### config.mk
export PLATFORM = sky130hd
export DESIGN_NAME = css_serial
export DESIGN_NICKNAME = d
export VERILOG_FILES = /design/src/hw/css_pkg.sv /design/src/hw/css_serial.sv
export SDC_FILE = /design/constraint.sdc
export NUM_CORES = 1
export LEC_CHECK = 0
export ABC_AREA = 1
export BUFFER_PORTS_ARGS = -buffer_cell sky130_fd_sc_hd__clkbuf_2
export CORE_ASPECT_RATIO = 1.4
export CORE_UTILIZATION = 50
export DETAILED_ROUTE_END_ITERATION = 6
export HOLD_SLACK_MARGIN = 0.08
export PLACE_DENSITY = 0.84
export SKIP_CTS_REPAIR_TIMING = 1
export SLEW_MARGIN = 5
export SYNTH_ARGS = -nofsm -noshare
export SYNTH_HDL_FRONTEND = slang
export SYNTH_SLANG_ARGS = --single-unit
### constraint.sdc
create_clock -name clk -period 2.2 [get_ports clk]
set_input_delay 0.22 -clock clk [delete_from_list [all_inputs] [get_ports clk]]
set_output_delay 0.22 -clock clk [all_outputs]
set_load 0.02 [all_outputs]
### src/hw/css_pkg.sv
package css_pkg;
  // register word addresses (byte address = index * 4)
  localparam logic [3:0] CTRL_IDX   = 4'h0;
  localparam logic [3:0] DATA_IDX   = 4'h1;
  localparam logic [3:0] STAT_IDX   = 4'h2;
  // control field positions
  localparam int CLK_SEL_LSB  = 0;
  localparam int START_BIT    = 3;
  localparam int MODE_LSB     = 4;
  localparam int ABORT_BIT    = 6;
  // status field positions
  localparam int ACTIVE_BIT   = 3;
  localparam int SHIFT_BIT    = 2;
  localparam int FULL_BIT     = 1;
  localparam int EMPTY_BIT    = 0;
  localparam logic [2:0] CLK_EXTERNAL = 3'h7;
  localparam logic [7:0] CTRL_RESET   = 8'h07;
  // internal half-period dividers, in clk cycles, for clock select 0..6
  // four at least: the input sync takes three cycles to show a new bit
  localparam int HALF_BASE    = 4;
  localparam int BITS_PER_BYTE = 8;
  typedef enum logic [1:0] {MODE_TX, MODE_RX, MODE_TXRX, MODE_RSVD} css_mode_t;
  typedef struct packed {
    logic       abort;
    css_mode_t  mode;
    logic       start;
    logic [2:0] clk_sel;
  } css_ctrl_t;
endpackage

### src/hw/css_serial.sv
module css_serial #(
  parameter int HALF_BASE = css_pkg::HALF_BASE
) (
  // system
  input  wire logic        clk,
  input  wire logic        nrst,
  // avalon-mm slave
  input  wire logic [3:0]  avs_address,
  input  wire logic        avs_read,
  input  wire logic        avs_write,
  input  wire logic [31:0] avs_writedata,
  output logic [31:0]      avs_readdata,
  output logic             avs_waitrequest,
  // serial pins
  input  wire logic        serial_clock_pin_in,
  output logic             serial_clock_pin_out,
  output logic             serial_clock_pin_oe_n,
  input  wire logic        serial_in_pin,
  output logic             serial_out_pin,
  // status
  output logic             serial_buffer_irq
);
  // the data input passes three sync stages, so a shorter half period
  // would sample it before the far side's new bit has arrived
  initial
  begin
    if (HALF_BASE < 4)
      $error("HALF_BASE must be at least four");
    if (HALF_BASE > 1023)
      $error("HALF_BASE overflows the divider at the slowest rate");
    if (css_pkg::BITS_PER_BYTE != 8)
      $error("only eight-bit bytes are served");
  end

  css_pkg::css_ctrl_t ctrl_r;
  logic [7:0]  buf_r, shift_r;
  logic [3:0]  bitcnt_r;
  logic        active_r, shifting_r, buf_full_r, buf_empty_r, stop_req_r;
  logic        drop_r, sck_r, sck_phase_r, ack_r;
  logic [2:0]  sync_sck_r, sync_si_r;
  logic [15:0] div_r;
  logic        ext_clk, wr_ctrl, wr_data, rd_data, acc, commit;
  logic        shift_go, load_ev, fill_ev;
  logic        fall_ev, rise_ev, int_tick;
  logic [15:0] half_len;

  function automatic logic [15:0] half_of(input logic [2:0] sel);
    half_of = 16'(HALF_BASE) << sel;
  endfunction

  function automatic logic sends(input css_pkg::css_mode_t m);
    sends = (m == css_pkg::MODE_TX) || (m == css_pkg::MODE_TXRX);
  endfunction

  function automatic logic hears(input css_pkg::css_mode_t m);
    hears = (m == css_pkg::MODE_RX) || (m == css_pkg::MODE_TXRX);
  endfunction

  assign ext_clk  = (ctrl_r.clk_sel == css_pkg::CLK_EXTERNAL);
  assign acc      = (avs_read | avs_write) & ~ack_r;
  // side effects land only at the edge where the master sees waitrequest low
  assign commit   = (avs_read | avs_write) & ~avs_waitrequest;
  assign wr_ctrl  = commit & avs_write & (avs_address == css_pkg::CTRL_IDX);
  assign wr_data  = commit & avs_write & (avs_address == css_pkg::DATA_IDX);
  assign rd_data  = commit & avs_read & (avs_address == css_pkg::DATA_IDX);
  assign half_len = half_of(ctrl_r.clk_sel);

  // bus: one wait cycle, answer on the second edge
  always_ff @(posedge clk or negedge nrst)
  begin
    if (!nrst)
      ack_r <= 1'b0;
    else
      ack_r <= acc;
  end

  always_ff @(posedge clk or negedge nrst)
  begin
    if (!nrst)
      avs_waitrequest <= 1'b1;
    else
      avs_waitrequest <= ~acc;
  end

  always_ff @(posedge clk or negedge nrst)
  begin
    if (!nrst)
      avs_readdata <= 32'h0000_0000;
    else if (acc && avs_read)
    begin
      unique case (avs_address)
        css_pkg::CTRL_IDX: avs_readdata <= {25'h0000000, ctrl_r};
        css_pkg::DATA_IDX: avs_readdata <= {24'h000000, buf_r};
        css_pkg::STAT_IDX: avs_readdata <= {28'h0000000, active_r, shifting_r,
                                            buf_full_r, buf_empty_r};
        default:           avs_readdata <= 32'h0000_0000;
      endcase
    end
  end

  // pin synchronisers; stage 0 feeds only stage 1
  always_ff @(posedge clk or negedge nrst)
  begin
    if (!nrst)
    begin
      sync_sck_r <= 3'h7;
      sync_si_r  <= 3'h7;
    end
    else
    begin
      sync_sck_r <= {sync_sck_r[1:0], serial_clock_pin_in};
      sync_si_r  <= {sync_si_r[1:0], serial_in_pin};
    end
  end

  always_ff @(posedge clk or negedge nrst)
  begin
    if (!nrst)
      ctrl_r <= css_pkg::CTRL_RESET[6:0];
    else if (wr_ctrl)
      ctrl_r <= avs_writedata[6:0];
    else if (ctrl_r.abort)
      ctrl_r.abort <= 1'b0;
  end

  // internal clock divider; runs only while a byte is shifting
  assign int_tick = !ext_clk && shifting_r && (div_r == half_len - 16'h0001);

  always_ff @(posedge clk or negedge nrst)
  begin
    if (!nrst)
      div_r <= 16'h0000;
    else if (!shifting_r || ext_clk || int_tick)
      div_r <= 16'h0000;
    else
      div_r <= div_r + 16'h0001;
  end

  // the external clock is only seen through the sync, so each phase must last
  always_comb
  begin
    if (ext_clk)
    begin
      fall_ev = sync_sck_r[2] & ~sync_sck_r[1];
      rise_ev = ~sync_sck_r[2] & sync_sck_r[1];
    end
    else
    begin
      fall_ev = int_tick & sck_r;
      rise_ev = int_tick & ~sck_r;
    end
  end

  always_ff @(posedge clk or negedge nrst)
  begin
    if (!nrst)
      sck_r <= 1'b1;
    else if (!shifting_r || ext_clk)
      sck_r <= 1'b1;
    else if (int_tick)
      sck_r <= ~sck_r;
  end

  always_ff @(posedge clk or negedge nrst)
  begin
    if (!nrst)
    begin
      serial_clock_pin_out  <= 1'b1;
      serial_clock_pin_oe_n <= 1'b1;
    end
    else
    begin
      // same next value as sck_r, so the pin and the data edge line up
      if (!shifting_r || ext_clk)
        serial_clock_pin_out <= 1'b1;
      else if (int_tick)
        serial_clock_pin_out <= ~sck_r;
      else
        serial_clock_pin_out <= sck_r;
      serial_clock_pin_oe_n <= ext_clk;
    end
  end

  // transfer engine
  logic tx_en, rx_en, can_start, mode_chg;
  assign tx_en    = sends(ctrl_r.mode);
  assign rx_en    = hears(ctrl_r.mode);
  assign mode_chg = wr_ctrl && (avs_writedata[css_pkg::MODE_LSB +: 2] != ctrl_r.mode);
  // with the internal clock, next byte only once the buffer is serviced
  always_comb
  begin
    unique case (ctrl_r.mode)
      css_pkg::MODE_TX:   can_start = !buf_empty_r;
      css_pkg::MODE_RX:   can_start = !buf_full_r;
      css_pkg::MODE_TXRX: can_start = !buf_full_r && !buf_empty_r;
      default:            can_start = 1'b0;
    endcase
  end

  // byte start, load and completion events, mirrored from the engine below
  assign shift_go = !ctrl_r.abort && active_r && !shifting_r && ctrl_r.start
                    && !stop_req_r && (ext_clk || can_start);
  assign load_ev  = shift_go && tx_en;
  assign fill_ev  = !ctrl_r.abort && active_r && shifting_r && rise_ev && rx_en
                    && !drop_r && (bitcnt_r == 4'(css_pkg::BITS_PER_BYTE - 1));

  always_ff @(posedge clk or negedge nrst)
  begin
    if (!nrst)
      drop_r <= 1'b0;
    else if (shift_go)
      drop_r <= rx_en && buf_full_r;
  end

  // in txrx only the full buffer requests service, after the read and write
  always_ff @(posedge clk or negedge nrst)
  begin
    if (!nrst)
      serial_buffer_irq <= 1'b0;
    else
      serial_buffer_irq <= (load_ev && !rx_en) || fill_ev;
  end

  // the last bit of the previous byte stands until the first falling edge
  always_ff @(posedge clk or negedge nrst)
  begin
    if (!nrst)
      serial_out_pin <= 1'b1;
    else if (!ctrl_r.abort && active_r && shifting_r && fall_ev && tx_en)
      serial_out_pin <= shift_r[0];
  end

  always_ff @(posedge clk or negedge nrst)
  begin
    if (!nrst)
    begin
      active_r    <= 1'b0;
      shifting_r  <= 1'b0;
      stop_req_r  <= 1'b0;
      bitcnt_r    <= 4'h0;
      shift_r     <= 8'h00;
      buf_r       <= 8'h00;
      buf_empty_r <= 1'b1;
      buf_full_r  <= 1'b0;
    end
    else
    begin
      if (wr_data)
      begin
        buf_r       <= avs_writedata[7:0];
        buf_empty_r <= 1'b0;
      end
      if (rd_data)
        buf_full_r <= 1'b0;
      if (ctrl_r.abort)
      begin
        active_r   <= 1'b0;
        shifting_r <= 1'b0;
        stop_req_r <= 1'b0;
        bitcnt_r   <= 4'h0;
      end
      else if (mode_chg && !active_r)
      begin
        buf_r       <= 8'h00;
        buf_empty_r <= 1'b1;
        buf_full_r  <= 1'b0;
      end
      else if (!active_r)
      begin
        if (ctrl_r.start && (!tx_en || !buf_empty_r))
          active_r <= 1'b1;
        stop_req_r <= 1'b0;
      end
      else
      begin
        if (!ctrl_r.start)
          stop_req_r <= 1'b1;
        if (!shifting_r)
        begin
          if (stop_req_r || !ctrl_r.start)
            active_r <= 1'b0;
          else if (ext_clk || can_start)
          begin
            shifting_r <= 1'b1;
            bitcnt_r   <= 4'h0;
            if (tx_en)
            begin
              // empty buffer under external clock resends old data as dummy
              shift_r     <= buf_r;
              buf_empty_r <= 1'b1;
            end
          end
        end
        else
        begin
          if (rise_ev)
          begin
            shift_r  <= {(rx_en ? sync_si_r[2] : shift_r[0]), shift_r[7:1]};
            bitcnt_r <= bitcnt_r + 4'h1;
            if (bitcnt_r == 4'(css_pkg::BITS_PER_BYTE - 1))
            begin
              shifting_r <= 1'b0;
              if (rx_en && !drop_r)
              begin
                buf_r      <= {sync_si_r[2], shift_r[7:1]};
                buf_full_r <= 1'b1;
              end
            end
          end
        end
      end
    end
  end
endmodule

==> impl_metrics.tcl, run 1 <==
set metrics [dict create \
    outcome "finished with violations" \
    violated_checks "setup timing" \
    synth_compound_area_frac 0.119 \
    cellLeakagePower_nw 2.32 \
    number_of_violations_reported_at_the_end_of_detailed_routing_iteration_0 224 \
    report.final.setup_viol 23 \
    maxCapViolations 0 \
    simple_gate_area_share_of_the_yosys_netlist 0.288 \
    critPathKind "reg2reg" \
    grt_pass1_vias 3397 \
    grt_start_max_net_pins 45 \
    syn-instance-count 524 \
    cts_tree "yes" \
    max-vdd-ir-drop_v 0.000717 \
    std_cell_rows 38 \
    synth-seq-cells 69 \
    grt_setup_unrepaired "true" \
    wirelength_routed_mm 9.71 \
    global_route_wire_length_before_repair_mm 15.1 \
    grt.met3_usage 0.0322 \
    detailedPlacementHpwl_mm 6.75 \
    postPlaceCellArea_mm2 0.00425 \
    area_delta_synth_final_pct 17.8 \
    dieWidth_um 77.3 \
    timing.slew.headroom 0.558 \
    layout_min_cycle_time_ns 2.37 \
    ctsLongestPathBuffers 2 \
    die_h_um 107 \
    number_of_antenna_violations_at_the_first_check_in_global_routing 0 \
    final_util 0.607 \
    floorplan.initialDensity 0.515 \
    clock_skew_ns 0.00997 \
    max_clock_freq_ghz 0.422 \
    final_layout_size_suffix_gt1_frac 0.235 \
    finish.net_count 626 \
    pwr_density_cell_mw_per_mm2 1000 \
    final_cycle_utilization_of_the_critical_path 1.08 \
    cts_sinks 69 \
    crit_path_end_kind "flip-flop" \
    reg_to_reg_slack_setup_ns -0.17 \
    numPlacedInstances 660 \
    post_synth_xor_area_fraction 0.00883 \
    dieArea_mm2 0.00830 \
    synth.mux.area_fraction 0 \
    floorplan.io_pins 79 \
    clk-insertion-delay-late_ns 0.37 \
    cts-htree-levels 3 \
    vias_after_detailed_routing 3634 \
    final_cell_mix "nand2_1 (119), inv_1 (66), dfrtp_1 (55), nor2_1 (40), nand3_1 (36)" \
    use_met1 0.251 \
    total_core_area_mm2 0.00770 \
    drt-vias-per-instance 5.33 \
    detailedRoute.firstPassIterationCount 7 \
    routedWlPerCell_um 14.2 \
    sum_of_overflow_across_all_layers_after_global_routing 0 \
    synth_adder_area_share 0.0221 \
    cp_data_arrival_time_ns 2.62 \
    most_utilized_layer_in_the_global_route_result "met2" \
    met2_use_gr 0.418 \
    ant_nets 0 \
    synth_warnings 0 \
    cell_area_after_technology_mapping_mm2 0.00397 \
    stdcell_area_mm2 0.00468 \
    place_congestion 0.974 \
    required_ns 2.44 \
    cts-buffers-inserted 9 \
    instances_no_fill 682 \
    maxSlewViolCount 0 \
    worstSetupStartpointType "flip-flop" \
    timing.final.ws_setup_ns -0.171 \
    seq_area_frac_synth 0.439 \
    synthDominantAreaCellType "dfrtp_1" \
    share_of_yosys_cell_area_claimed_by_the_top_area_cell_type 0.347 \
    synth_top_family_by_area "simple AND/OR/NAND/NOR gates" \
    hold_class "in2reg" \
    drc 0 \
    largest_cells_by_area_after_synthesis "dfrtp_1 (35%), nand2_1 (13%), dfstp_2 (9.3%), inv_1 (6.3%), nand3_1 (5.3%)" \
    post_synth_num_cell_types 37 \
    antenna_cells 0 \
    layout_commonest_cell "nand2_1" \
    clkTransAtPathRegs_ns 0.07 \
    port-buffer-count 30 \
    finalHoldViolCount 0 \
    syn_area_per_cell_um2 7.57 \
    total_negative_setup_slacks_ns -2.39 \
    worst-slew-pin-transition_ns 0.656 \
    cts-root-buf "clkbuf_8" \
    grt_util_all_layers 0.235 \
    crit_fanout 8 \
]
## layer usage
layer | wire [um] | vias to the layer above | part of all wire
li1 | - | 1744 | -
met1 | 3600 | 1711 | 0.37
met2 | 5220 | 134 | 0.54
met3 | 401 | 45 | 0.041
met4 | 494 | 0 | 0.051
met5 | 0 | - | 0
## layout make-up
type | instances | area, um2
fillers | 661 | 3030
well taps | 100 | 125
repair buffers | 51 | 347
multi-input cells | 378 | 2010
clock buffers | 12 | 145
clock inverters | 4 | 47.5
inverters | 68 | 255
flip-flops and latches | 69 | 1740
## path summary, 6_finish.rpt
| kind | from | end | cells after the start |
|---|---|---|---|
| setup / recovery | ctrl_r[2] | shift_r[0] | 17 |
| hold / removal | avs_writedata[0] | ctrl_r[0] | 3 |
| setup reg to reg | ctrl_r[2] | shift_r[0] | 17 |
| hold reg to reg | sync_sck_r[0] | sync_sck_r[1] | 0 |
| max in group asynchronous | nrst | sync_sck_r[0] | 3 |
| min in group asynchronous | nrst | avs_readdata[6] | 2 |
## cell families after synthesis
| kind of cell | after synthesis |
|---|---|
| compound gates | 83 |
| xor+xnor | 4 |
| fa+ha+maj | 7 |
| buf+inv | 101 |
| flops | 69 |
| other cells | 1 |
| simple gates | 259 |
## flip-flops by register name (all words and copies together) (netlist names)
name and flops:
buf_empty_r 1, sync_si_r 3, ctrl_r 7, sync_sck_r 3
ack_r 1, serial_out_pin 1, shift_r 8, div_r 16
bitcnt_r 4, shifting_r 1, buf_full_r 1, serial_clock_pin_out 1
serial_clock_pin_oe_n 1, active_r 1, avs_readdata 8, stop_req_r 1
avs_waitrequest 1, drop_r 1, buf_r 8, serial_buffer_irq 1
## where the power goes
group / leakage (nW) / internal (mW) / switching (mW)
clock: 0.0964 / 0.551 / 0.492
sequential: 0.854 / 1.59 / 0.252
combinational: 1.37 / 0.607 / 1.20
## worst max-delay path, cell delays in order, from the launching register on
cell     delay [ns]
dfstp_2        0.57
nor2_4         0.06
nand2_2        0.09
ha_4           0.17
inv_1          0.05
nand2_1        0.07
nand2_2        0.07
nand2_1        0.07
nand2_1        0.05
nor2_1         0.08
nand2_1        0.07
nor2_2         0.12
nand4_1        0.15
buf_4          0.18
nand3_4        0.15
nand2_8        0.12
nand2_1        0.11
o21ai_2        0.05
## through the flow
step                hold WS [ns]  worst slack (ns)  power (mW)
floorplan                -0.0756            0.0754        2.97
global placement           0.248            -0.107        3.30
detailed placement         0.266            -0.171        3.37
CTS                       -0.122            -0.207        4.42
global route               0.115            -0.305        4.99
finish                     0.107            -0.171        4.69
## cells in the mapped netlist
| master | n |
|---|---|
| o31ai_1 | 2 |
| dfrtp_1 | 55 |
| nor2_2 | 4 |
| buf_6 | 2 |
| a21oi_1 | 26 |
| a21boi_0 | 1 |
| buf_4 | 24 |
| o22ai_1 | 6 |
| and3b_1 | 1 |
| nor4_1 | 2 |
| nand3_2 | 3 |
| nand2_2 | 1 |
| conb_1 | 1 |
| clkbuf_1 | 7 |
| o21ai_0 | 35 |
| nand2_1 | 134 |
| o211ai_1 | 1 |
| inv_1 | 67 |
| nand2_4 | 1 |
| xor2_1 | 2 |
| a21oi_2 | 1 |
| nand3_1 | 42 |
| nor4_2 | 1 |
| dfstp_2 | 14 |
| nand4_1 | 5 |
| nor3b_1 | 2 |
| o21ai_2 | 8 |
| inv_2 | 1 |
| a31o_2 | 1 |
| or2_2 | 8 |
| nand3b_1 | 1 |
| nor3_2 | 1 |
| nor2_1 | 44 |
| xnor2_1 | 2 |
| ha_1 | 7 |
| o21ai_1 | 2 |
| nor3_1 | 9 |
No activity file was read; power rests on OpenSTA's default activity.
==> run 2, diff against run 1 <==
Settings changed: ABC_AREA 1 to unset, SKIP_CTS_REPAIR_TIMING 1 to unset, SLEW_MARGIN 5 to 20.
==> run 2 against run 1 <==
Against the previous run:
- the run still ends with setup timing left
- synthesized area is 2.0% higher
- critical path depth is 6 lower
- largest cell class unchanged
- routed wire length is 7.4% higher
- power is 13% lower
- cell count is 13% lower
- clock power is 13% higher
==> impl_metrics.tcl, run 2 <==
set metrics [dict create \
    crit_fanout 8 \
    crit_path_end_kind "flip-flop" \
    synth.top_cells.by_count "dfrtp_1 (55), nand2_1 (35), nor2_1 (30)" \
    violated_checks "setup timing" \
    post-synth-top-count-cell "dfrtp_1" \
    grt_pass1_vias 3502 \
    final-seq-area_mm2 0.00175 \
    worstReg2RegStart "ctrl_r[0]" \
    synth_adder_area_share 0.0216 \
    cts_tree "yes" \
    hold_class "in2reg" \
    max_clock_freq_ghz 0.401 \
    detailedPlacementHpwl_mm 7.12 \
    dieArea_mm2 0.00847 \
    drt-vias-per-instance 5.88 \
    drc 0 \
    simple_gate_area_share_of_the_yosys_netlist 0.177 \
    area_of_the_multi_input_gates_mm2 0.00224 \
    finish.net_count 536 \
    pwr_density_cell_mw_per_mm2 819 \
    total_core_area_mm2 0.00780 \
    synthDominantAreaCellType "dfrtp_1" \
    vias_after_detailed_routing 3478 \
    floorplan.io_pins 79 \
    cell_area_after_technology_mapping_mm2 0.00405 \
    clkTransAtPathRegs_ns 0.09 \
    floorplan.initialDensity 0.519 \
    ant_nets 0 \
    cts-root-buf "clkbuf_8" \
    cts-htree-levels 3 \
    port-buffer-count 30 \
    wirelength_routed_mm 10.4 \
    final_cycle_utilization_of_the_critical_path 1.13 \
    number_of_violations_reported_at_the_end_of_detailed_routing_iteration_0 336 \
    die_h_um 108 \
    layout_min_cycle_time_ns 2.49 \
    detailedRoute.firstPassIterationCount 4 \
    sum_of_overflow_across_all_layers_after_global_routing 0 \
    setup.worst_path.start "ctrl_r[0]" \
    report.final.setup_viol 41 \
    routedWlPerCell_um 17.6 \
    synth-seq-cells 69 \
    synth_top_family_by_area "compound AO/OA/AOI/OAI gates" \
    grt_util_all_layers 0.250 \
    ys.flop_type "dfrtp_1" \
    number_of_antenna_violations_at_the_first_check_in_global_routing 0 \
    largest-register "div_r" \
    maxSlewViolCount 0 \
    syn_area_per_cell_um2 9.90 \
    syn-instance-count 409 \
    cts_sinks 69 \
    cellLeakagePower_nw 2.18 \
    synth_warnings 0 \
    clk-insertion-delay-late_ns 0.36 \
    cp_data_arrival_time_ns 2.73 \
    share_of_yosys_cell_area_claimed_by_the_top_area_cell_type 0.340 \
    antenna_cells 0 \
    finalHoldViolCount 0 \
    timing.slew.headroom 0.571 \
    dieWidth_um 78.1 \
    seq_area_frac_synth 0.431 \
    clock_skew_ns 0.0166 \
    ctsLongestPathBuffers 2 \
    worst_hold_slack_ns 0.126 \
    outcome "finished with violations" \
    layout_commonest_cell "dfrtp_1" \
    critPathKind "reg2reg" \
    global_route_wire_length_before_repair_mm 16.3 \
    maxCapViolations 0 \
    final_layout_size_suffix_gt1_frac 0.339 \
    area_delta_synth_final_pct 23.1 \
    synth.mux.area_fraction 0.0639 \
    layout.filler_cells 590 \
    hold_start "avs_writedata[6]" \
    worst-slew-pin-transition_ns 0.638 \
    detailedPlace.worstSlack_ns -0.291 \
    worstSetupStartpointType "flip-flop" \
    grt_start_max_net_pins 48 \
    synth_compound_area_frac 0.179 \
    final_cell_mix "dfrtp_1 (54), buf_4 (46), nand2_1 (33), clkbuf_2 (29), nor2_1 (28)" \
    max-vdd-ir-drop_v 0.000496 \
    largest_cells_by_area_after_synthesis "dfrtp_1 (34%), dfstp_2 (9.1%), buf_4 (5.0%), mux2i_1 (4.4%), xor2_1 (3.5%)" \
    post_synth_xor_area_fraction 0.0476 \
    place_congestion 0.839 \
    grt_setup_unrepaired "true" \
    largest_register_ff_count 16 \
    std_cell_rows 38 \
    synth_enable_flop_cells 0 \
    required_ns 2.43 \
    synth_async_sr_flop_share 1.00 \
    post_synth_num_cell_types 66 \
    cts-buffers-inserted 9 \
    timing.final.ws_setup_ns -0.292 \
]
-- run 2: cell count changes after synthesis, moves of 14 or more --
cell,before,now
mux2i_1,0,18
nand3_1,42,12
nor2_1,44,30
o21ai_0,35,14
nand2_1,134,35
xor2_1,2,16
inv_1,67,13
-- run 2: logic make-up (layout without fill, tap and decap cells) --
kind of cell	after synthesis	count (layout)
AOI/OAI and AO/OA	95	95
xor gates and xnor gates	22	22
adders and majority gates	7	7
buffers and inverters	55	115
DFF	69	69
muxes	25	25
other	1	24
and+or+nand+nor	135	135
-- run 2: final timing paths --
check | endpoint | slack (ns) | depth (start not counted)
max in group asynchronous | sync_si_r[1] | 1.12 | 3
worst max-delay path | buf_r[6] | -0.29 | 11
worst min register to register | sync_si_r[2] | 0.36 | 0
min in group asynchronous | div_r[6] | 0.39 | 2
worst min-delay path | ctrl_r[6] | 0.13 | 2
worst max register to register | buf_r[6] | -0.29 | 11
-- run 2: repair_timing --
item / in CTS / in global routing
endpoints found under the hold margin: 22 / 0
resized for setup: 21 / 11
setup buffers: 1 / 6
pin swaps: 18 / 8
setup endpoints to repair: 41 / 43
hold buffers: 3 / 0
-- run 2: critical path, stage by stage, from the launching register on --
cell and delay [ns]:
dfstp_2 0.60, nand3_2 0.11, ha_4 0.20, buf_4 0.14
buf_4 0.12, nand4bb_1 0.14, o221a_4 0.22, nor2_4 0.05
o211a_4 0.30, a21oi_4 0.24, buf_6 0.18, o21ai_1 0.08
-- run 2: final cells by class --
cell class,count,share of cell area
Multi-Input combinational cell,308,0.449
Clock inverter,7,0.0196
Clock buffer,9,0.0248
Timing Repair Buffer,85,0.121
Inverter,14,0.0105
Sequential cell,69,0.350
Tap cell,100,0.0251
-- run 2: metal layers --
layer | vias up | track usage | wire [um] | share of wire
met5 | - | 0 | 0 | 0
met2 | 136 | 0.458 | 5510 | 0.53
li1 | 1601 | - | - | -
met4 | 0 | 0.127 | 432 | 0.041
met1 | 1702 | 0.274 | 3970 | 0.38
met3 | 39 | 0.0456 | 528 | 0.051
-- run 2: through the flow --
stage	utilization	total power [mW]	instances	setup TNS (ns)	instance area (um2)
after detailed placement	0.582	2.70	567	-7.91	4540
after floorplan	-	2.37	432	-6.74	4190
after global placement	0.582	2.65	567	-5.68	4540
final	0.639	4.08	592	-8.33	4980
after CTS	0.627	3.92	586	-3.67	4890
after global routing	0.639	4.27	592	-10.97	4980
-- run 2: report_power, final --
group | switching [mW] | internal, mW
Sequential | 0.183 | 1.45
Combinational | 0.676 | 0.601
Clock | 0.526 | 0.644
Total | 1.38 | 2.70
